File: config.mk
export PLATFORM = sky130hd
export DESIGN_NAME = bbs_host
export DESIGN_NICKNAME = d
export VERILOG_FILES = /design/src/hw/bbs_pkg.sv /design/src/hw/bbs_sync.sv /design/src/hw/bbs_host.sv
export SDC_FILE = /design/constraint.sdc
export NUM_CORES = 1
export LEC_CHECK = 0
export BUFFER_PORTS_ARGS = -buffer_cell sky130_fd_sc_hd__buf_2
export CORE_ASPECT_RATIO = 1.2
export CORE_MARGIN = 2
export CORE_UTILIZATION = 60
export DETAILED_ROUTE_END_ITERATION = 12
export PLACE_DENSITY = 0.84
export SYNTH_ARGS = -nofsm -noshare
export SYNTH_HDL_FRONTEND = slang
export SYNTH_HIERARCHICAL = 1
export SYNTH_SLANG_ARGS = --single-unit
File: constraint.sdc
create_clock -name clk -period 4.9 [get_ports clk]
set_input_delay 0.735 -clock clk [delete_from_list [all_inputs] [get_ports clk]]
set_output_delay 0.735 -clock clk [all_outputs]
set_load 0.02 [all_outputs]
File: src/hw/bbs_pkg.sv
// Package for the battery-backed SRAM host port: timing figures, cycle counts and carrier types.
// Assumes a 250 MHz system clock; all pin timings are derived from it here.
package bbs_pkg;
  localparam int ADDR_W = 13;
  localparam int DATA_W = 8;
  localparam int CLK_PERIOD_PS = 4000;
  // Timing figures in their own units as printed.
  localparam int CYCLE_TIME_NS = 100;
  localparam int ADDRESS_ACCESS_TIME_NS = 100;
  localparam int SELECT_ACCESS_TIME_NS = 100;
  localparam int OUTPUT_ACCESS_TIME_NS = 50;
  localparam int SELECT_FLOAT_NS = 50;
  localparam int OUTPUT_FLOAT_NS = 40;
  localparam int WRITE_PULSE_NS = 80;
  localparam int ADDRESS_HOLD_NS = 10;
  localparam int WRITE_DATA_SETUP_NS = 50;
  localparam int WRITE_DATA_HOLD_NS = 5;
  localparam int POWER_UP_RECOVERY_MS = 1;
  // Least times round up to whole cycles.
  localparam int CYC_CYCLE = (CYCLE_TIME_NS * 1000 + CLK_PERIOD_PS - 1) / CLK_PERIOD_PS;
  localparam int CYC_ACCESS_RAW = (ADDRESS_ACCESS_TIME_NS > SELECT_ACCESS_TIME_NS) ?
    ADDRESS_ACCESS_TIME_NS : SELECT_ACCESS_TIME_NS;
  localparam int CYC_ACCESS = ((CYC_ACCESS_RAW > OUTPUT_ACCESS_TIME_NS ? CYC_ACCESS_RAW :
    OUTPUT_ACCESS_TIME_NS) * 1000 + CLK_PERIOD_PS - 1) / CLK_PERIOD_PS;
  localparam int FLOAT_RAW = SELECT_FLOAT_NS > OUTPUT_FLOAT_NS ? SELECT_FLOAT_NS : OUTPUT_FLOAT_NS;
  localparam int CYC_FLOAT = (FLOAT_RAW * 1000 + CLK_PERIOD_PS - 1) / CLK_PERIOD_PS;
  localparam int CYC_PULSE_RAW = (WRITE_PULSE_NS * 1000 + CLK_PERIOD_PS - 1) / CLK_PERIOD_PS;
  localparam int CYC_SETUP = (WRITE_DATA_SETUP_NS * 1000 + CLK_PERIOD_PS - 1) / CLK_PERIOD_PS;
  localparam int CYC_PULSE = CYC_PULSE_RAW > CYC_SETUP ? CYC_PULSE_RAW : CYC_SETUP;
  localparam int CYC_ADDR_HOLD = (ADDRESS_HOLD_NS * 1000 + CLK_PERIOD_PS - 1) / CLK_PERIOD_PS;
  localparam int CYC_DATA_HOLD = (WRITE_DATA_HOLD_NS * 1000 + CLK_PERIOD_PS - 1) / CLK_PERIOD_PS;
  localparam int CYC_RECOVERY = (POWER_UP_RECOVERY_MS * 1000000000 + CLK_PERIOD_PS - 1) / CLK_PERIOD_PS;
  localparam int CNT_W = 20;

  typedef struct packed {
    logic write;
    logic [ADDR_W-1:0] addr;
    logic [DATA_W-1:0] wdata;
  } bbs_req_type;

  typedef struct packed {
    logic selectN;
    logic outputEnableN;
    logic writeStrobeN;
  } bbs_ctl_type;
endpackage : bbs_pkg

File: src/hw/bbs_sync.sv
// Two-flop synchroniser for a bus of pin inputs.
// Assumes the inputs are asynchronous to clk.
`timescale 1ns/1ps
`default_nettype none
module bbs_sync #(
  parameter int W = 8
) (
  input wire logic clk,
  input wire logic rst_b,
  input wire logic [W-1:0] asyncIn,
  output logic [W-1:0] syncOut
);
  logic [W-1:0] stage1_q;
  always_ff @(posedge clk or negedge rst_b)
  begin
    if (!rst_b)
    begin
      stage1_q <= '0;
      syncOut <= '0;
    end
    else
    begin
      stage1_q <= asyncIn;
      syncOut <= stage1_q;
    end
  end
endmodule : bbs_sync
`default_nettype wire

File: src/hw/bbs_host.sv
// Host controller that drives a battery-backed 8K x 8 asynchronous SRAM through its pins.
// Assumes the SRAM pins are wired directly; data pins are split into in, out and enable.
`timescale 1ns/1ps
`default_nettype none
module bbs_host #(
  parameter int RECOVERY_CYCLES = bbs_pkg::CYC_RECOVERY
) (
  input wire logic clk,
  input wire logic rst_b,
  input wire logic reqValid,
  input wire bbs_pkg::bbs_req_type req,
  output logic reqReady,
  output logic rspValid,
  output logic [bbs_pkg::DATA_W-1:0] rspData,
  input wire logic supplyOk,
  output logic [bbs_pkg::ADDR_W-1:0] addressLines,
  output bbs_pkg::bbs_ctl_type pinCtl,
  input wire logic [bbs_pkg::DATA_W-1:0] dataPinsIn,
  output logic [bbs_pkg::DATA_W-1:0] dataPinsOut,
  output logic dataPinsOe_b
);
  typedef enum logic [2:0] {ST_RECOVER, ST_IDLE, ST_READ, ST_FLOAT, ST_WRITE, ST_WHOLD, ST_GAP} bbs_state_type;

  // ------------------------------------------------------------------
  // Input synchronisation
  // ------------------------------------------------------------------
  logic [bbs_pkg::DATA_W:0] syncOut;
  bbs_sync #(.W(bbs_pkg::DATA_W + 1)) uSync (
    .clk(clk),
    .rst_b(rst_b),
    .asyncIn({supplyOk, dataPinsIn}),
    .syncOut(syncOut)
  );
  logic supplyOkS;
  assign supplyOkS = syncOut[bbs_pkg::DATA_W];

  // ------------------------------------------------------------------
  // Sequencer
  // ------------------------------------------------------------------
  bbs_state_type state_q;
  logic [bbs_pkg::CNT_W-1:0] cnt_q;
  logic [bbs_pkg::CNT_W-1:0] cyc_q;

  function automatic logic [bbs_pkg::CNT_W-1:0] cyc(input int n);
    cyc = bbs_pkg::CNT_W'(n);
  endfunction : cyc

  always_ff @(posedge clk or negedge rst_b)
  begin
    if (!rst_b)
    begin
      state_q <= ST_RECOVER;
      cnt_q <= '0;
      cyc_q <= '0;
      reqReady <= 1'b0;
      rspValid <= 1'b0;
      rspData <= '0;
      addressLines <= '0;
      pinCtl <= '{selectN: 1'b1, outputEnableN: 1'b1, writeStrobeN: 1'b1};
      dataPinsOut <= '0;
      dataPinsOe_b <= 1'b1;
    end
    else
    begin
      rspValid <= 1'b0;
      cnt_q <= cnt_q + 1'b1;
      cyc_q <= cyc_q + 1'b1;
      if (!supplyOkS)
      begin
        // Any supply loss abandons the access; the device is deselected and the recovery wait restarts.
        state_q <= ST_RECOVER;
        cnt_q <= '0;
        reqReady <= 1'b0;
        pinCtl <= '{selectN: 1'b1, outputEnableN: 1'b1, writeStrobeN: 1'b1};
        dataPinsOe_b <= 1'b1;
      end
      else
      begin
        case (state_q)
          ST_RECOVER:
          begin
            if (cnt_q >= cyc(RECOVERY_CYCLES) - 1'b1)
            begin
              state_q <= ST_IDLE;
              reqReady <= 1'b1;
            end
          end
          ST_IDLE:
          begin
            if (reqValid)
            begin
              reqReady <= 1'b0;
              addressLines <= req.addr;
              cnt_q <= '0;
              cyc_q <= '0;
              if (req.write)
              begin
                // Select and strobe fall together so the device never drives the bus.
                state_q <= ST_WRITE;
                dataPinsOut <= req.wdata;
                dataPinsOe_b <= 1'b0;
                pinCtl <= '{selectN: 1'b0, outputEnableN: 1'b1, writeStrobeN: 1'b0};
              end
              else
              begin
                state_q <= ST_READ;
                pinCtl <= '{selectN: 1'b0, outputEnableN: 1'b0, writeStrobeN: 1'b1};
              end
            end
          end
          ST_READ:
          begin
            // Sampling waits past the access time plus the two synchroniser stages.
            if (cnt_q >= cyc(bbs_pkg::CYC_ACCESS + 2))
            begin
              rspData <= syncOut[bbs_pkg::DATA_W-1:0];
              rspValid <= 1'b1;
              pinCtl <= '{selectN: 1'b1, outputEnableN: 1'b1, writeStrobeN: 1'b1};
              state_q <= ST_FLOAT;
              cnt_q <= '0;
            end
          end
          ST_FLOAT:
          begin
            if (cnt_q >= cyc(bbs_pkg::CYC_FLOAT) - 1'b1 && cyc_q >= cyc(bbs_pkg::CYC_CYCLE) - 1'b1)
            begin
              state_q <= ST_IDLE;
              reqReady <= 1'b1;
            end
          end
          ST_WRITE:
          begin
            if (cnt_q >= cyc(bbs_pkg::CYC_PULSE) - 1'b1)
            begin
              pinCtl <= '{selectN: 1'b1, outputEnableN: 1'b1, writeStrobeN: 1'b1};
              state_q <= ST_WHOLD;
              cnt_q <= '0;
            end
          end
          ST_WHOLD:
          begin
            if (cnt_q >= cyc(bbs_pkg::CYC_DATA_HOLD) - 1'b1)
            begin
              dataPinsOe_b <= 1'b1;
              state_q <= ST_GAP;
              cnt_q <= '0;
            end
          end
          ST_GAP:
          begin
            if (cnt_q >= cyc(bbs_pkg::CYC_ADDR_HOLD) && cyc_q >= cyc(bbs_pkg::CYC_CYCLE) - 1'b1)
            begin
              state_q <= ST_IDLE;
              reqReady <= 1'b1;
            end
          end
          default:
          begin
            state_q <= ST_RECOVER;
            cnt_q <= '0;
          end
        endcase
      end
    end
  end

  // ------------------------------------------------------------------
  // Checks
  // ------------------------------------------------------------------
  logic [bbs_pkg::CNT_W-1:0] lowCnt_q;
  always_ff @(posedge clk or negedge rst_b)
  begin
    if (!rst_b)
      lowCnt_q <= '0;
    else if (!pinCtl.writeStrobeN)
      lowCnt_q <= lowCnt_q + 1'b1;
    else
      lowCnt_q <= '0;
  end

  write_oe_high_a: assert property (@(posedge clk) disable iff (!rst_b)
    !pinCtl.writeStrobeN |-> pinCtl.outputEnableN)
    else $error("Output enable low during a write.");

  strobe_pulse_width_a: assert property (@(posedge clk) disable iff (!rst_b)
    $rose(pinCtl.writeStrobeN) && supplyOkS |-> lowCnt_q >= bbs_pkg::CNT_W'(bbs_pkg::CYC_PULSE))
    else $error("Write strobe pulse too short.");

  addr_stable_write_a: assert property (@(posedge clk) disable iff (!rst_b)
    (!pinCtl.writeStrobeN && $past(!pinCtl.writeStrobeN)) |-> $stable(addressLines))
    else $error("Address moved during a write.");

  data_hold_a: assert property (@(posedge clk) disable iff (!rst_b)
    $rose(pinCtl.writeStrobeN) && supplyOkS |-> !dataPinsOe_b && $stable(dataPinsOut))
    else $error("Write data not held after write end.");

  supply_deselect_a: assert property (@(posedge clk) disable iff (!rst_b)
    !supplyOkS |=> pinCtl.selectN && pinCtl.writeStrobeN && dataPinsOe_b)
    else $error("Device not deselected on supply loss.");

  recovery_select_a: assert property (@(posedge clk) disable iff (!rst_b)
    state_q == ST_RECOVER |-> pinCtl.selectN)
    else $error("Select low during recovery.");

  write_gap_a: assert property (@(posedge clk) disable iff (!rst_b)
    $rose(pinCtl.writeStrobeN) && supplyOkS |-> pinCtl.selectN [*3])
    else $error("New cycle too soon after write.");

  read_ctl_a: assert property (@(posedge clk) disable iff (!rst_b)
    rspValid |-> $past(!pinCtl.selectN && pinCtl.writeStrobeN && !pinCtl.outputEnableN))
    else $error("Read sampled outside read mode.");
endmodule : bbs_host
`default_nettype wire

Yosys cells after proc, flatten, opt, wreduce, memory -nomap -nowiden

Index checks and enable logic that the tools add are counted.

Input bits: 34
Logic and storage cells: 90
Bits in registers: 96
Output and inout port bits: 35

Add/subtract/negate cells: 2
Mux-type cells: 39
Magnitude comparators: 7
Equal/unequal tests: 17
Reduce and logical (&&, ||, !) cells: 11

Operators by type and width:

| cell                                                                 | count |
|---|---|
| two-way mux 20 bit                                                   | 8 |
| one-hot mux 20 bit (5 select lines)                                  | 1 |
| greater-or-equal comparator 20 x 5 -> 1 bit (second input constant)  | 3 |
| adder 20 x 1 -> 20 bit (second input constant)                       | 2 |
| two-way mux 3 bit                                                    | 13 |
| inequality test 3 bit (second input constant)                        | 9 |
| one-hot mux 3 bit (7 select lines)                                   | 1 |
| greater-or-equal comparator 20 x 1 -> 1 bit (second input constant)  | 1 |
| greater-or-equal comparator 20 x 18 -> 1 bit (second input constant) | 1 |
| greater-or-equal comparator 20 x 2 -> 1 bit (second input constant)  | 1 |
| greater-or-equal comparator 20 x 4 -> 1 bit (second input constant)  | 1 |
| two-way mux 1 bit                                                    | 12 |
| AND reduction 4 bit                                                  | 3 |
| == test 3 bit (second input constant)                                | 3 |
| one-hot mux 3 bit (3 select lines)                                   | 1 |
| AND reduction 7 bit                                                  | 1 |
| == test 3 x 2 -> 1 bit (second input constant)                       | 2 |
| AND reduction 3 bit                                                  | 2 |
| inequality test 5 bit (second input constant)                        | 1 |
| AND reduction 5 bit                                                  | 1 |
| inequality test 4 bit (second input constant)                        | 1 |
| one-hot mux 1 bit (4 select lines)                                   | 1 |
| == test 3 x 1 -> 1 bit (second input constant)                       | 1 |
| zero test 3 bit                                                      | 1 |
| 4 further kinds                                                      | 5 |

Depth between registers and ports, before layout

Depth after elaboration: 5
Depth in mapped cells: 8

Cells and area by module

The synthesis kept the hierarchy.

Modules (own cells, without submodules):

| module   | times used | seq. area each (um^2) | cells each | area an instance (um^2) |
|---|---|---|---|---|
| bbs_host | 1          | 1956.9                | 364        | 3873.7 |
| bbs_sync | 1          | 450.4                 | 18         | 450.4 |

Worst setup path before layout

Ideal clock, no wire load.

Kind: register to register
Start: register cnt_q[10] (netlist bit)
End: register state_q[0]
Library setup time: 0.124 ns
Path slack: 2.701 ns
Data arrival time: 2.075 ns
Stages on the path, launching flop included: 7
Required time: 4.776 ns
Path buffers: 0
Path through: dfrtp_1 or4_4 nand4bb_4 nor4b_2 o21ai_1 and3_1 a211o_1

Cells in the longest elaborated chain, start to end: 4
Elaborated cells between the ends (all ways): 15
Those cells by class: order compare (6); eq/ne (6); reduce/logical (3)

Ends and longest elaborated chain:

| what                                                                                                              | RTL line                         | text |
|---|---|---|
| from (decl)                                                                                                       | bbs_host.sv:41                   | `logic [bbs_pkg::CNT_W-1:0] cnt_q;` |
| from (signal assigned)                                                                                            | bbs_host.sv:66                   | `cnt_q <= cnt_q + 1'b1;` |
| greater-or-equal comparator 20 x 2 -> 1 bit / greater-or-equal comparator 20 x 4 -> 1 bit (equally long branches) | bbs_host.sv:151, bbs_host.sv:125 |  |
| logical AND 1 bit, on equally long branches                                                                       | bbs_host.sv:151, bbs_host.sv:125 |  |
| inequality test 3 bit (no source line)                                                                            | -                                |  |
| AND reduction 7 bit (no source line) *                                                                            | -                                |  |
| to (signal assigned)                                                                                              | bbs_host.sv:145                  | `state_q <= ST_GAP;` |
| to (signal assigned)                                                                                              | bbs_host.sv:153                  | `state_q <= ST_IDLE;` |
| to (signal assigned)                                                                                              | bbs_host.sv:159                  | `state_q <= ST_RECOVER;` |
| to (decl)                                                                                                         | bbs_host.sv:40                   | `bbs_state_type state_q;` |

Mark *: on every way between the ends. The rest lies on a longest branch, timed or not.
A chain may end at the register's enable or synchronous reset.

Worst setup path in the final report

Start: register state_q[0]
End: register cnt_q[18] (netlist bit)

Cells in the longest elaborated chain, start to end: 4
Elaborated cells between the ends (all ways): 10
Those cells by class: eq/ne (6); mux (2); reduce/logical (2)

Ends and longest elaborated chain:

| what                                  | RTL line       | text |
|---|---|---|
| from (signal assigned)                | bbs_host.sv:52 | `state_q <= ST_RECOVER;` |
| from (signal assigned)                | bbs_host.sv:71 | `state_q <= ST_RECOVER;` |
| from (signal assigned)                | bbs_host.sv:84 | `state_q <= ST_IDLE;` |
| == test 3 bit (tied with other cells) | bbs_host.sv:79 | `case (state_q)` |
| OR reduction 3 bit (no source line)   | -              |  |
| one-hot mux 20 bit (5 select lines) * | bbs_host.sv:79 |  |
| two-way mux 20 bit *                  | bbs_host.sv:68 | `if (!supplyOkS)` |

Marks and branches as above.

==> results by group <==
Yosys
  • Leading area contributor after synthesis: dfrtp_1
  • Top cell type's share of synthesized area: 53.2%
  • Synth top area cells: dfrtp_1 (53%), mux2_2 (5.5%), xor2_1 (4.7%)
  • Syn Nets: 421
  • Post-synth top flop: dfrtp_1
  • FFs w/ async S/R, synth: 100%
  • Synth warn: 6
  • Distinct cells, synth: 50
  • Post-Synthesis Cell Area: ~0.0043 mm²
  • Sequential-to-total area share from yosys stat: between 50% and 60%
  • Synthesized flop and latch total: 96
  • Post-synth EDFFs: 0
  • Mapped Avg Cell Area: between 10 and 15 µm²
  • Cells after synthesis: 382

Placed design
  • Count of input and output buffers: 68
  • Post-DP Area: 0.00471 mm²
  • Pre-CTS setup slack: 2.41 ns
  • Placer congestion estimate: 0.928
  • Post-DP HPWL: 5980 µm

GRT
  • Remaining global-route overflow: 0
  • Antenna violations before repair: 0
  • Vias in the first global route: between 3k and 4k
  • First-pass GRT wire length: 14200 µm
  • GRT Total Usage: 23.6%
  • Largest net degree at the start of global routing: 57

Die
  • Top Ports: 69
  • Num rows: 33
  • Die Ht: 97.0 µm
  • Core Region: 0.00690 mm²
  • Die Area: 0.00790 mm²
  • DIE WIDTH: 81.5 µm
  • Initial Util: 62.7%

CTS
  • Clk root buf: clkbuf_8
  • Worst-Skew Late Latency: 0.37 ns
  • Hold buffers post-CTS: 0
  • Clock Pin Slew Worst Setup and Hold Paths: 0.10 ns
  • Post_cts resized: 0
  • Total clock sinks: 96
  • CTS tree: built
  • CTS Buffer Depth: 2
  • CTS Buf Count: 9
  • H-tree Lvls: 3
  • Post-CTS setup buffer count: 0

Critical path
  • Largest stage delay, worst path: 0.54 ns
  • Critical-path cell list: nor2b_1, nand2_1, or4_1, nor3_1, o211ai_4, nor2_2
  • CP delay by family, top: simple AND/OR/NAND/NOR gates
  • Reg-to-Reg End: cnt_q[18]
  • CP bufs+invs: 0
  • Critical path fanouts, max: 20
  • CP endpoint kind: flop
  • Worst Path Arrival: 2.87 ns
  • Slowest CP cell: dfrtp_1
  • Reg2reg setup slack: 2.33 ns
  • R2R depth: 6
  • Kind of critical path: flop to flop
  • Reg2reg start: state_q[0]
  • Worst setup SP type: flop
  • Critical path required time: approximately 5.2 ns

Final layout
  • Synthesis-to-finish area growth: 13.9%
  • Finished Core Util: 71.4%
  • Multi-input gate area: 0.00181 mm²
  • Antenna fix cells: 0
  • Filler cell count: 504
  • Post-route cell area: 0.00492 mm²
  • Nets@finish: 486
  • Layout cells sized above 1: 31.4%
  • Flip-flop and latch area: between 0.002 and 0.0025 mm²

STA
  • Final hold violation count: 0
  • # setup viols final: 0
  • Tmin final: around 2.6 ns
  • Post-route setup slack: roughly 2.3 ns
  • Max_slew headroom: roughly 45%
  • Slew @ Worst Pin: 0.814 ns
  • Period utilization: approximately 52%
  • Setup TNS: 0 ns
  • Skew final: just under 0.008 ns
  • Max-slew violation count: 0
  • RSZ-0062 raised after global routing: false
  • Fmax achieved: around 0.39 GHz

Routing
  • DR iter-0 viols: 185
  • Antenna viol nets, final: 0
  • Drt first pass iters: 4
  • Via count: 3040
  • DR vias/cell: 5.64
  • Routed wire length: between 8000 and 9000 µm
  • DR WL/cell: 15.6 µm
  • Drt drc: 0

Pwr
  • Pleak: 2.30 nW
  • Sw Ratio: 35.2%
  • Maximum vdd drop: ~0.34 mV
  • Clock power frac: 24.5%
  • Power share of the sequential group: 47.1%
  • PD cells: 455 mW/mm²
  • Comb power frac: 28.4%
  • Sw power: a little under 0.8 mW
  • P_int: approximately 1.5 mW

Run
  • Max_cap viols: 0

Outcome
  • Status: completed

Min path
  • Hold Path Class: input port to async pin
## cells in the final DEF, fill, tap and decap left out, types with 8 or more instances in the layout
| master | synthesis | layout |
|---|---|---|
| nand4_1 | 8 | 8 |
| clkbuf_8 | 0 | 9 |
| nor2_2 | 21 | 22 |
| nor2_1 | 36 | 35 |
| dfrtp_1 | 92 | 92 |
| nand3_1 | 14 | 14 |
| mux2_2 | 21 | 21 |
| nand2_1 | 28 | 28 |
| nor3_1 | 8 | 8 |
| o21ai_0 | 8 | 8 |
| mux2_1 | 8 | 8 |
| xor2_1 | 23 | 23 |
| xnor2_1 | 11 | 11 |
| buf_2 | 3 | 67 |
## power groups by stage
stage	Combinational [mW]	Clock, mW	Sequential (mW)
final	0.636	0.548	1.06
after detailed placement	0.643	0	1.07
after global routing	0.692	0.593	1.08
after CTS	0.645	0.556	1.06
after global placement	0.621	0	1.06
after floorplan	0.352	0	1.16
## area by class of cell
type,count,share of cell area (%)
inverters,7,0.534
well taps,87,2.21
multi-input cells,263,36.8
repair buffers,70,7.27
flip-flops and latches,96,48.9
clock buffers,9,2.52
clock inverters,7,1.75
## sequential cells by signal, indices dropped and copies added (netlist names)
signal and count:
uSync/syncOut 9, pinCtl 3, dataPinsOe_b 1, state_q 3, addressLines 13, cyc_q 20, uSync/stage1_q 9, dataPinsOut 8
cnt_q 20, rspValid 1, reqReady 1, rspData 8
## kinds of logic (layout without fill, tap and decap cells)
| kind of cell | after synthesis | after routing | synth area share, % |
|---|---|---|---|
| AOI/OAI and AO/OA | 35 | 35 | 5.53 |
| and+or+nand+nor | 159 | 159 | 20.3 |
| adders and majority gates | 5 | 5 | 1.45 |
| xor gates and xnor gates | 34 | 34 | 6.89 |
| DFF | 96 | 96 | 55.7 |
| buffers and inverters | 23 | 93 | 2.43 |
| muxes | 30 | 30 | 7.78 |
## per-stage QoR
| step | total power [mW] | std cells | hold slack (ns) |
|---|---|---|---|
| final | 2.24 | 539 | 0.324 |
| after global routing | 2.36 | 539 | 0.346 |
| after CTS | 2.26 | 539 | 0.338 |
| after detailed placement | 1.72 | 523 | 0.336 |
| after global placement | 1.68 | 523 | 0.332 |
| after floorplan | 1.51 | 382 | 0.331 |
## worst max path at each step
stage	cells after the start	startpoint	to
after detailed placement	6	state_q[0]	cnt_q[2]
after global routing	6	state_q[0]	cnt_q[19]
after CTS	6	state_q[0]	cnt_q[18]
after global placement	6	state_q[0]	cnt_q[3]
after floorplan	6	cnt_q[10]	state_q[0]
final	6	state_q[0]	cnt_q[18]
## cells in the mapped netlist (all sizes together), types with 6 or more instances
| cell type | count |
|---|---|
| dfrtp | 92 |
| nor2 | 57 |
| nand2 | 30 |
| mux2 | 29 |
| xor2 | 23 |
| nand3 | 14 |
| clkbuf | 11 |
| o21ai | 11 |
| xnor2 | 11 |
| nand4 | 8 |
| nor3 | 8 |
| and3 | 7 |
| inv | 7 |
| nand2b | 7 |
| a21oi | 6 |
| nor4 | 6 |
| o211ai | 6 |
## routing by layer
metal	up-vias	part of all wire [%]	track usage, %
li1	1437	-	-
met3	20	4.5	4.57
met4	0	2.5	11.1
met2	77	52	38.5
met5	-	0	0
met1	1506	41	29.6
No activity file was read; power rests on OpenSTA's default activity.
